`config.mk`:
```
export PLATFORM = sky130hd
export DESIGN_NAME = ofsc_frame_ctrl
export DESIGN_NICKNAME = d
export VERILOG_FILES = /design/src/ofsc_pkg.sv /design/src/ofsc_frame_ctrl.sv /design/src/ofsc_sync2.sv
export SDC_FILE = /design/constraint.sdc
export NUM_CORES = 1
export LEC_CHECK = 0
export ABC_AREA = 1
export BUFFER_PORTS_ARGS = -buffer_cell sky130_fd_sc_hd__buf_2
export CELL_PAD_IN_SITES_DETAIL_PLACEMENT = 1
export CELL_PAD_IN_SITES_GLOBAL_PLACEMENT = 1
export CORE_UTILIZATION = 37
export DETAILED_ROUTE_END_ITERATION = 6
export PLACE_DENSITY_LB_ADDON = 0.08
export SYNTH_ARGS = -nofsm -noshare
export SYNTH_HDL_FRONTEND = slang
export SYNTH_SLANG_ARGS = --single-unit
```
`constraint.sdc`:
```
create_clock -name pclk -period 4.6 [get_ports pclk]
set_input_delay 0.23 -clock pclk [delete_from_list [all_inputs] [get_ports pclk]]
set_output_delay 0.23 -clock pclk [all_outputs]
set_load 0.01 [all_outputs]
```
`src/ofsc_pkg.sv`:
```
// constants and carrier types for the output frame and strobe control block
package ofsc_pkg;
    // register map (byte addresses, one aligned 32-bit word each)
    localparam logic [11:0] FRAME_CTRL_IDX  = 12'h013;
    localparam logic [11:0] FRAME_CTRL_ADDR = 12'h04C;  // four times the index
    localparam logic [11:0] MODE_CTRL_ADDR  = 12'h040;
    localparam logic [11:0] WORD_CTRL_ADDR  = 12'h044;
    localparam logic [11:0] STATUS_ADDR     = 12'h050;

    // output_frame_control fields
    localparam int FL_LSB  = 0;   // frame length minus one, 6 bits
    localparam int FL_W    = 6;
    localparam int SPS_LSB = 6;   // strobe_pattern_select, 2 bits
    localparam int SPS_W   = 2;

    // mode control fields
    localparam int OM_LSB     = 0;   // output mode selector, 2 bits
    localparam int MASTER_BIT = 2;   // primary chip, drives the valid flag
    localparam int FLIP_BIT   = 3;   // strobe_polarity_flip
    localparam int ENABLE_BIT = 4;   // output port running

    // word control fields
    localparam int WC_LSB    = 0;   // bit-clock cycles per word minus one
    localparam int WC_W      = 6;
    localparam int SLOTS_LSB = 8;   // own words per frame minus one
    localparam int SLOTS_W   = 3;

    // reset values
    localparam logic [7:0]  FRAME_CTRL_RST = 8'h00;
    localparam logic [4:0]  MODE_CTRL_RST  = 5'h04;
    localparam logic [10:0] WORD_CTRL_RST  = 11'h017;
    localparam logic [31:0] READ_ZERO      = 32'h00000000;

    // output mode selector, in selector order
    typedef enum logic [1:0] {
        OM_MICRO,
        OM_SERIAL,
        OM_NIBBLE,
        OM_PARALLEL
    } ofsc_mode_t;

    // one parallel sample offered by the data path
    typedef struct packed {
        logic valid;     // one-cycle offer
        logic is_q;      // quadrature word
        logic first;     // first in-phase word of an output block
    } ofsc_par_word_t;

    // strobe and flag pins
    typedef struct packed {
        logic frame_strobe;
        logic vflag_o;
        logic vflag_oe;
        logic slot_drive;
    } ofsc_pins_t;
endpackage

```
`src/ofsc_frame_ctrl.sv`:
```
// output frame length, time-slot placement and strobe generation with apb registers
//
// How it works
// - serial and nibble frames last frame length plus one single words
// - primary chip frame is length plus one, its words in first slots
// - secondary chip waits length plus one words after frame start
// - serial strobe lasts one bit clock just before the marked word
// - serial pattern 0 or 2 strobes only before the first own word of a frame
// - serial pattern 1 strobes before every in-phase word only
// - serial pattern 3 strobes before every own word
// - nibble strobe follows serial patterns but coincides with first nibble
// - parallel pattern 0/1: strobe on in-phase, valid flag on quadrature
// - parallel pattern 2/3: strobe on every valid word
// - parallel pattern 2/3: valid flag marks first in-phase word of block
// - that flag rises after last frame word, falls after first next word
// - mode selector: 0 micro, 1 serial, 2 nibble/link, 3 parallel
// - valid flag pin driven when primary, sampled when secondary
// - frame strobe active high unless polarity flip is set
//
// Local design decision: the APB interface to the registers.
`timescale 1ns/100ps
module ofsc_frame_ctrl (
    input  wire logic                    pclk,       // block clock, 250 MHz
    input  wire logic                    presetn,    // asynchronous reset, active low
    input  wire logic                    psel,       // apb select
    input  wire logic                    penable,    // apb access phase
    input  wire logic                    pwrite,     // apb write
    input  wire logic [11:0]             paddr,      // apb byte address
    input  wire logic [31:0]             pwdata,     // apb write data
    output logic      [31:0]             prdata,     // apb read data
    output logic                         pready,     // apb ready
    output logic                         pslverr,    // apb error, unmapped address
    input  wire logic                    bit_clk,    // output bit clock, asynchronous
    input  wire logic                    vflag_i,    // valid flag pin, input side
    input  ofsc_pkg::ofsc_par_word_t     par_word,   // parallel sample offer, pclk domain
    output ofsc_pkg::ofsc_pins_t         pins        // strobe, flag and slot pins
);
    ////////////////////////////////////////////////////////////////////////////////
    // registers
    logic [7:0]  frame_ctrl_r;
    logic [4:0]  mode_ctrl_r;
    logic [10:0] word_ctrl_r;
    logic        pready_r;
    logic        pslverr_r;
    logic [31:0] prdata_r;
    logic [31:0] rd_nxt;
    logic        hit;
    logic        acc;
    logic        done;
    logic [5:0]  bcnt_r;
    logic [6:0]  wcnt_r;

    logic [5:0]  fl;
    logic [1:0]  sps;
    logic [5:0]  wc;
    logic [2:0]  slots;
    logic        master;
    logic        flip;
    logic        enable;
    ofsc_pkg::ofsc_mode_t mode;

    assign fl     = frame_ctrl_r[ofsc_pkg::FL_LSB +: ofsc_pkg::FL_W];
    assign sps    = frame_ctrl_r[ofsc_pkg::SPS_LSB +: ofsc_pkg::SPS_W];
    assign wc     = word_ctrl_r[ofsc_pkg::WC_LSB +: ofsc_pkg::WC_W];
    assign slots  = word_ctrl_r[ofsc_pkg::SLOTS_LSB +: ofsc_pkg::SLOTS_W];
    assign master = mode_ctrl_r[ofsc_pkg::MASTER_BIT];
    assign flip   = mode_ctrl_r[ofsc_pkg::FLIP_BIT];
    assign enable = mode_ctrl_r[ofsc_pkg::ENABLE_BIT];
    assign mode   = ofsc_pkg::ofsc_mode_t'(mode_ctrl_r[ofsc_pkg::OM_LSB +: 2]);

    // apb phases: acc is the first access cycle, done the completing edge
    assign acc  = psel & penable & ~pready_r;
    assign done = psel & penable & pready_r;

    // read data and address decode
    always_comb begin
        hit    = 1'b1;
        rd_nxt = ofsc_pkg::READ_ZERO;
        unique case (paddr)
            ofsc_pkg::FRAME_CTRL_ADDR: rd_nxt = {24'h000000, frame_ctrl_r};
            ofsc_pkg::MODE_CTRL_ADDR:  rd_nxt = {27'h0000000, mode_ctrl_r};
            ofsc_pkg::WORD_CTRL_ADDR:  rd_nxt = {21'h000000, word_ctrl_r};
            ofsc_pkg::STATUS_ADDR:     rd_nxt = {10'h000, pins, 5'h00, wcnt_r, bcnt_r};
            default:                   hit    = 1'b0;
        endcase
    end

    // apb handshake: one wait state, answer flopped
    always_ff @(posedge pclk or negedge presetn) begin
        if (!presetn) begin
            pready_r  <= 1'b0;
            pslverr_r <= 1'b0;
            prdata_r  <= ofsc_pkg::READ_ZERO;
        end else begin
            pready_r  <= acc;
            pslverr_r <= acc & ~hit;
            prdata_r  <= (acc & ~pwrite & hit) ? rd_nxt : ofsc_pkg::READ_ZERO;
        end
    end

    // register writes take effect at the completing edge
    always_ff @(posedge pclk or negedge presetn) begin
        if (!presetn) begin
            frame_ctrl_r <= ofsc_pkg::FRAME_CTRL_RST;
            mode_ctrl_r  <= ofsc_pkg::MODE_CTRL_RST;
            word_ctrl_r  <= ofsc_pkg::WORD_CTRL_RST;
        end else if (done & pwrite) begin
            if (paddr == ofsc_pkg::FRAME_CTRL_ADDR) frame_ctrl_r <= pwdata[7:0];
            if (paddr == ofsc_pkg::MODE_CTRL_ADDR)  mode_ctrl_r  <= pwdata[4:0];
            if (paddr == ofsc_pkg::WORD_CTRL_ADDR)  word_ctrl_r  <= pwdata[10:0];
        end
    end

    assign prdata  = prdata_r;
    assign pready  = pready_r;
    assign pslverr = pslverr_r;

    ////////////////////////////////////////////////////////////////////////////////
    // bit clock and valid flag input crossing
    logic [1:0] sync_q;
    logic       bclk_s;
    logic       bclk_d_r;
    logic       vflag_s;
    logic       vflag_d_r;
    logic       tick;

    ofsc_sync2 #(.W(2)) u_sync (
        .clk   (pclk),
        .rst_n (presetn),
        .d     ({bit_clk, vflag_i}),
        .q     (sync_q)
    );
    assign bclk_s  = sync_q[1];
    assign vflag_s = sync_q[0];
    assign tick    = bclk_s & ~bclk_d_r;   // rising bit clock edge

    // edge detect history and pending frame start seen from the primary chip
    logic sof_pend_r;
    always_ff @(posedge pclk or negedge presetn) begin
        if (!presetn) begin
            bclk_d_r   <= 1'b0;
            vflag_d_r  <= 1'b0;
            sof_pend_r <= 1'b0;
        end else begin
            bclk_d_r  <= bclk_s;
            vflag_d_r <= vflag_s;
            // a new rise wins over the clear at the tick
            if (~master & vflag_s & ~vflag_d_r) sof_pend_r <= 1'b1;
            else if (tick)                      sof_pend_r <= 1'b0;
        end
    end

    ////////////////////////////////////////////////////////////////////////////////
    // word and bit counters for serial and nibble modes
    logic [5:0] bcnt_nxt;
    logic [6:0] wcnt_nxt;
    logic [6:0] fw;
    logic       serial_like;
    logic [6:0] fl_w;

    assign serial_like = enable & (mode == ofsc_pkg::OM_SERIAL | mode == ofsc_pkg::OM_NIBBLE);
    assign fl_w        = {1'b0, fl};

    // own slot test and pattern choice for one word index
    function automatic logic marked(input logic [6:0] idx, input logic prim,
                                    input logic [6:0] len, input logic [2:0] sl,
                                    input logic [1:0] pat);
        logic [6:0] k;
        logic       own;
        k   = prim ? idx : 7'(idx - len - 7'h01);
        own = prim ? (idx <= {4'h0, sl})
                   : (idx > len) & (k <= {4'h0, sl});
        unique case (pat)
            2'h1:    marked = own & ~k[0];
            2'h3:    marked = own;
            default: marked = own & (k == 7'h00);
        endcase
    endfunction

    // next counter state at a bit clock edge
    always_comb begin
        bcnt_nxt = bcnt_r;
        wcnt_nxt = wcnt_r;
        if (~serial_like) begin
            bcnt_nxt = 6'h00;
            wcnt_nxt = 7'h00;
        end else if (tick) begin
            if (~master & sof_pend_r) begin
                bcnt_nxt = 6'h00;
                wcnt_nxt = 7'h00;
            end else if (bcnt_r == wc) begin
                bcnt_nxt = 6'h00;
                if (master) wcnt_nxt = (wcnt_r == fl_w) ? 7'h00 : 7'(wcnt_r + 7'h01);
                else if (wcnt_r != 7'h7F) wcnt_nxt = 7'(wcnt_r + 7'h01);
            end else begin
                bcnt_nxt = 6'(bcnt_r + 6'h01);
            end
        end
        // word that follows the one being sent
        fw = master ? ((wcnt_nxt == fl_w) ? 7'h00 : 7'(wcnt_nxt + 7'h01))
                    : 7'(wcnt_nxt + 7'h01);
    end

    // counters
    always_ff @(posedge pclk or negedge presetn) begin
        if (!presetn) begin
            bcnt_r <= 6'h00;
            wcnt_r <= 7'h00;
        end else begin
            bcnt_r <= bcnt_nxt;
            wcnt_r <= wcnt_nxt;
        end
    end

    ////////////////////////////////////////////////////////////////////////////////
    // parallel mode sample holding until the next bit clock edge
    logic par_pend_r;
    logic par_q_r;
    logic par_first_r;

    always_ff @(posedge pclk or negedge presetn) begin
        if (!presetn) begin
            par_pend_r  <= 1'b0;
            par_q_r     <= 1'b0;
            par_first_r <= 1'b0;
        end else if (par_word.valid) begin
            // a new offer wins over the clear at the tick
            par_pend_r  <= 1'b1;
            par_q_r     <= par_word.is_q;
            par_first_r <= par_word.first;
        end else if (tick) begin
            par_pend_r  <= 1'b0;
        end
    end

    ////////////////////////////////////////////////////////////////////////////////
    // strobe and flag generation, updated at bit clock edges, or every cycle while disabled
    logic strobe_raw_r;
    logic strobe_raw_nxt;
    logic vflag_raw_r;
    logic vflag_raw_nxt;
    logic drive_nxt;
    logic par_on;

    assign par_on = enable & (mode == ofsc_pkg::OM_PARALLEL);

    always_comb begin
        strobe_raw_nxt = 1'b0;
        vflag_raw_nxt  = 1'b0;
        drive_nxt      = 1'b0;
        if (mode == ofsc_pkg::OM_SERIAL && serial_like) begin
            strobe_raw_nxt = (bcnt_nxt == wc) & marked(fw, master, fl_w, slots, sps);
            vflag_raw_nxt  = (wcnt_nxt == 7'h00);
            drive_nxt      = marked(wcnt_nxt, master, fl_w, slots, 2'h3);
        end else if (mode == ofsc_pkg::OM_NIBBLE && serial_like) begin
            strobe_raw_nxt = (bcnt_nxt == 6'h00) & marked(wcnt_nxt, master, fl_w, slots, sps);
            vflag_raw_nxt  = (wcnt_nxt == 7'h00);
            drive_nxt      = marked(wcnt_nxt, master, fl_w, slots, 2'h3);
        end else if (par_on && par_pend_r) begin
            drive_nxt = 1'b1;
            if (~sps[1]) begin
                strobe_raw_nxt = ~par_q_r;
                vflag_raw_nxt  = par_q_r;
            end else begin
                strobe_raw_nxt = 1'b1;
                vflag_raw_nxt  = par_first_r;
            end
        end else if (par_on && sps[1]) begin
            vflag_raw_nxt = vflag_raw_r;
        end
    end

    // pin flops; strobe, flag and slot drive changes land on the bit clock edge that moves the data, vflag_oe follows master every cycle
    always_ff @(posedge pclk or negedge presetn) begin
        if (!presetn) begin
            strobe_raw_r <= 1'b0;
            vflag_raw_r  <= 1'b0;
            pins         <= '0;
        end else begin
            pins.vflag_oe <= master;
            if (tick | ~enable) begin
                strobe_raw_r      <= strobe_raw_nxt & enable;
                vflag_raw_r       <= vflag_raw_nxt & enable;
                pins.frame_strobe <= (strobe_raw_nxt & enable) ^ flip;
                pins.vflag_o      <= vflag_raw_nxt & enable & master;
                pins.slot_drive   <= drive_nxt & enable;
            end
        end
    end

    ////////////////////////////////////////////////////////////////////////////////
    // checks
    a_apb_answer_once: assert property (@(posedge pclk) disable iff (!presetn)
        acc |=> pready ##1 !pready)
        else $error("apb answer not one cycle after access");
    a_strobe_tick_align: assert property (@(posedge pclk) disable iff (!presetn)
        (!tick && enable && $past(enable)) |=> $stable(strobe_raw_r))
        else $error("strobe changed away from a bit clock edge");
    a_pin_polarity_flip: assert property (@(posedge pclk) disable iff (!presetn)
        tick |=> pins.frame_strobe == (strobe_raw_r ^ $past(flip)))
        else $error("strobe pin polarity wrong");
    a_frame_wrap_len: assert property (@(posedge pclk) disable iff (!presetn)
        (serial_like && master && tick && !sof_pend_r && bcnt_r == wc && wcnt_r == fl_w)
        |=> wcnt_r == 7'h00)
        else $error("frame did not wrap at frame length");
    a_word_bit_count: assert property (@(posedge pclk) disable iff (!presetn)
        (serial_like && tick && !sof_pend_r && bcnt_r < wc && $stable(word_ctrl_r))
        |=> bcnt_r == 6'($past(bcnt_r) + 6'h01))
        else $error("bit counter did not advance");
    a_serial_strobe_lead: assert property (@(posedge pclk) disable iff (!presetn)
        (mode == ofsc_pkg::OM_SERIAL && serial_like && tick && strobe_raw_nxt)
        |=> bcnt_r == $past(wc))
        else $error("serial strobe not in cycle before first bit");
    a_nibble_strobe_with: assert property (@(posedge pclk) disable iff (!presetn)
        (mode == ofsc_pkg::OM_NIBBLE && tick && strobe_raw_nxt) |=> bcnt_r == 6'h00)
        else $error("nibble strobe not with first nibble");
    a_par_q_flag: assert property (@(posedge pclk) disable iff (!presetn)
        (par_on && !sps[1] && tick && par_pend_r && par_q_r) |=> vflag_raw_r && !strobe_raw_r)
        else $error("quadrature word not flagged on valid flag");
    a_par_every_word: assert property (@(posedge pclk) disable iff (!presetn)
        (par_on && sps[1] && tick && par_pend_r) |=> strobe_raw_r)
        else $error("parallel word missed its strobe");
    a_micro_quiet: assert property (@(posedge pclk) disable iff (!presetn)
        (mode == ofsc_pkg::OM_MICRO && tick) |=> !strobe_raw_r)
        else $error("strobe in microprocessor mode");
    a_slave_slot_wait: assert property (@(posedge pclk) disable iff (!presetn)
        (!master && serial_like && pins.slot_drive && $stable(frame_ctrl_r)) |-> wcnt_r > fl_w)
        else $error("secondary chip drove before its delay");
endmodule // ofsc_frame_ctrl

```
`src/ofsc_sync2.sv`:
```
// two-flop synchroniser for inputs arriving from outside pclk
`timescale 1ns/100ps
module ofsc_sync2 #(
    parameter int W = 2
) (
    input  wire logic         clk,      // sampling clock
    input  wire logic         rst_n,    // asynchronous reset, active low
    input  wire logic [W-1:0] d,        // asynchronous inputs
    output logic      [W-1:0] q         // synchronised outputs
);
    logic [W-1:0] meta_r;

    // one pair of flops per bit
    genvar i;
    generate
        for (i = 0; i < W; i++) begin : g_bit
            always_ff @(posedge clk or negedge rst_n) begin
                if (!rst_n) begin
                    meta_r[i] <= 1'b0;
                    q[i]      <= 1'b0;
                end else begin
                    meta_r[i] <= d[i];
                    q[i]      <= meta_r[i];
                end
            end
        end
    endgenerate
endmodule // ofsc_sync2
```
==> flow_summary.json <==
{
  "run_status": "finished with violations",
  "violations": "setup timing",
  "report.final.hold_viol_count": 0,
  "final_cells": 1062,
  "grt_pass1_vias": 5699,
  "yosys_warnings": 0,
  "fin_ws_ns": -0.0505,
  "ant_nets": 0,
  "vias": 5359,
  "clock.fmax_mhz": 215,
  "grt_max_degree": 72,
  "ir_drop_uv": 176,
  "diodes": 0,
  "first_iter_violations": 220,
  "clk_pin_slew_ns": 0.06,
  "synthMuxAreaShare_pct": 0.437,
  "io_buffer_count": 55,
  "synth_adder_area_share_pct": 8.79,
  "nets": 970,
  "multi_input_area_sq_mm": 0.00311,
  "tightest_slew_ns": 0.955,
  "drt-pass1-iter-count": 4,
  "dpl.hpwl_microns": 14700,
  "worst_r2r_path_depth": 37,
  "cp_slowest_cell": "dfstp_2",
  "cts_tree": "done",
  "synth_compound_area_share_pct": 12.7,
  "finalSetupTns_ns": -0.0505,
  "core-area_sq_mm": 0.0134,
  "htreeDepth": 3,
  "gp_congestion": 0.875,
  "finClkSkew_ns": 0.00747,
  "final_common_cell": "nand2_1",
  "rsz0062_at_grt": "true",
  "insertion_delay_ns": 0.34,
  "cpMostUsedCell": "buf_4",
  "startpoint_type": "register",
  "ys_types": 54,
  "drc": 0,
  "critPathKind": "reg -> reg",
  "fillers": 1705,
  "p_leak_nw": 3.69,
  "power_density_mw_per_mm2": 203,
  "reg2reg_slack_ns": -0.05,
  "final_cell_mix": "nand2_1, buf_4, inv_1, dfrtp_1, buf_2",
  "die_area_sq_mm": 0.0144,
  "period_share_pct": 101,
  "grt_antenna_before_repair": 0,
  "synth.avg_cell_area_sq_um": 7.38,
  "syn_area_sq_mm": 0.00515,
  "arrival_ns": 4.88,
  "hold_slack_ns": 0.0179,
  "grt_pass1_wl_microns": 30100,
  "track_usage_pct": 27.9,
  "cts-root-buf": "clkbuf_16",
  "setup.worst_path.end_class": "register",
  "period_needed_ns": 4.65,
  "wl_per_cell_microns": 18.0,
  "cts_buffer_depth": 2,
  "gr-total-overflow": 0,
  "netlist_instances": 698,
  "synth.yosys.seq_area_share_pct": 34.6,
  "synth_xor_area_share_pct": 2.72,
  "ios": 92,
  "fin_area_sq_mm": 0.00708,
  "synth_top_family_by_area": "simple AND/OR/NAND/NOR gates",
  "rr_endpoint": "pins[3]",
  "slew_violations": 0,
  "async_flop_share_pct": 100,
  "critPathRequiredTime_ns": 4.83,
  "die_x_microns": 120,
  "relSlewSlack_pct": 36.3,
  "cts_made_buffers": 9,
  "die_h_microns": 120,
  "hold_class": "in -> async",
  "dp_cells": 1021,
  "max_stage_delay_ns": 0.55,
  "path_max_fanout": 6,
  "num_rows": 42,
  "ys_ff_latch": 71,
  "cts_sinks": 71,
  "regArea_sq_mm": 0.00179,
  "syn_to_final_growth_pct": 37.5,
  "routed_wl_microns": 19200,
  "placed_cell_area_sq_mm": 0.00635,
  "maxCapViolCount": 0,
  "synthFlopType": "dfrtp_1",
  "initial_utilization_pct": 38.5,
  "vias_per_cell": 5.05,
  "synthSimpleGateAreaFrac_pct": 29.7,
  "synth_edf_count": 0,
  "finalSetupViolations": 1,
  "drive_above_1_share_pct": 33.0,
  "r2r-start": "word_ctrl_r[0]"
}
power by group:
part | switching [mW] | internal [mW] | total, mW
sequential | 0.00278 | 0.632 | 0.635
clock | 0.276 | 0.449 | 0.725
combinational | 0.0506 | 0.0245 | 0.0751
total | 0.329 | 1.11 | 1.43
per-stage QoR:
stage / utilization [%] / setup WS [ns] / power [mW]
5_1_grt: 52.9 / -0.255 / 1.48
2_1_floorplan: - / 0.0162 / 0.685
6_report: 52.9 / -0.0505 / 1.43
3_3_place_gp: 47.4 / -0.0820 / 0.717
4_1_cts: 52.2 / -0.0130 / 1.45
3_5_place_dp: 47.4 / -0.301 / 0.719
layer usage:
metal  track usage, %  vias to the layer above  routed length (microns)
li1                 -                     2609                        -
met1             35.6                     2605                     8490
met2             48.3                      107                     9480
met3             3.33                       38                      688
met4             9.45                        0                      490
met5                0                        -                        0
worst max-delay path by stage:
stage	endpoint	from	slack [ns]	depth (start not counted)
2_1_floorplan	pins[3]	word_ctrl_r[0]	0.02	41
3_3_place_gp	pins[3]	wcnt_r[2]	-0.08	41
3_5_place_dp	pins[3]	word_ctrl_r[0]	-0.30	41
4_1_cts	pins[3]	word_ctrl_r[0]	-0.01	40
5_1_grt	pins[3]	mode_ctrl_r[0]	-0.25	37
6_report	pins[3]	word_ctrl_r[0]	-0.05	37
logic make-up after synthesis:
| logic type | count (synthesis) |
|---|---|
| AO/OA/AOI/OAI | 113 |
| XOR/XNOR | 16 |
| adder cells (fa/ha/maj) | 35 |
| buffers and inverters | 133 |
| flip-flops | 71 |
| multiplexers | 2 |
| other | 1 |
| AND/OR/NAND/NOR | 327 |
flip-flops by register name, summed over array words and instances (netlist names), 2 cells and up:
signal	flops
bcnt_r	6
frame_ctrl_r	8
mode_ctrl_r	5
pins	4
prdata	17
u_sync.meta_r	2
u_sync.q	2
wcnt_r	7
word_ctrl_r	11
critical path: cells and delay by family, from the launching register on:
family                   cells  cell delay [ns]
flip-flops                   1             0.55
AND/OR/NAND/NOR             18             1.53
adder cells (fa/ha/maj)      1             0.28
AO/OA/AOI/OAI                4             0.61
buffers and inverters       14             1.58
cell usage after synthesis, types with 2 or more instances:
master,count,area [sq um]
a21oi_2,3,26.3
nand4_2,2,25.0
a31oi_1,3,18.8
nand4_1,14,87.6
inv_1,96,360
clkbuf_1,6,22.5
nor2_1,57,214
nand3_2,4,40.0
o21ai_0,40,200
nand2_2,6,37.5
xnor2_1,2,17.5
nor2_4,5,56.3
a211oi_1,5,37.5
o21a_1,2,15.0
nand2_1,172,646
nor3b_1,2,15.0
nand3b_1,2,15.0
buf_2,4,20.0
inv_2,9,33.8
o22ai_1,14,87.6
a221oi_1,2,17.5
dfrtp_1,66,1650
a21oi_1,30,150
nor3_1,11,55.1
buf_4,15,113
clkinv_1,2,7.51
ha_1,33,413
nand3_1,32,160
xor2_1,14,123
or2_2,3,18.8
nand3_4,2,35.0
nand2_4,2,22.5
nor2_2,4,25.0
mux2_2,2,22.5
dfstp_2,5,131
o21ai_1,6,30.0
nor4_1,2,12.5
fa_1,2,40.0
nor3_2,2,20.0
layout make-up:
| class | instances | area share (%) |
|---|---|---|
| sequential | 71 | 25.2 |
| clock inverter | 3 | 0.600 |
| inverter | 108 | 5.86 |
| timing repair buffer | 183 | 17.7 |
| clock buffer | 13 | 3.67 |
| multi-input combinational | 508 | 43.8 |
| tap | 176 | 3.11 |
repair_timing:
item,CTS,global route
endpoints found under the setup margin,1,2
hold buffers,2,0
gates resized for setup,39,23
gates cloned,0,0
pin swaps,35,32
buffers inserted,20,3
endpoints found under the hold margin,2,0
Note: power is estimated with default switching activity, not from simulation.
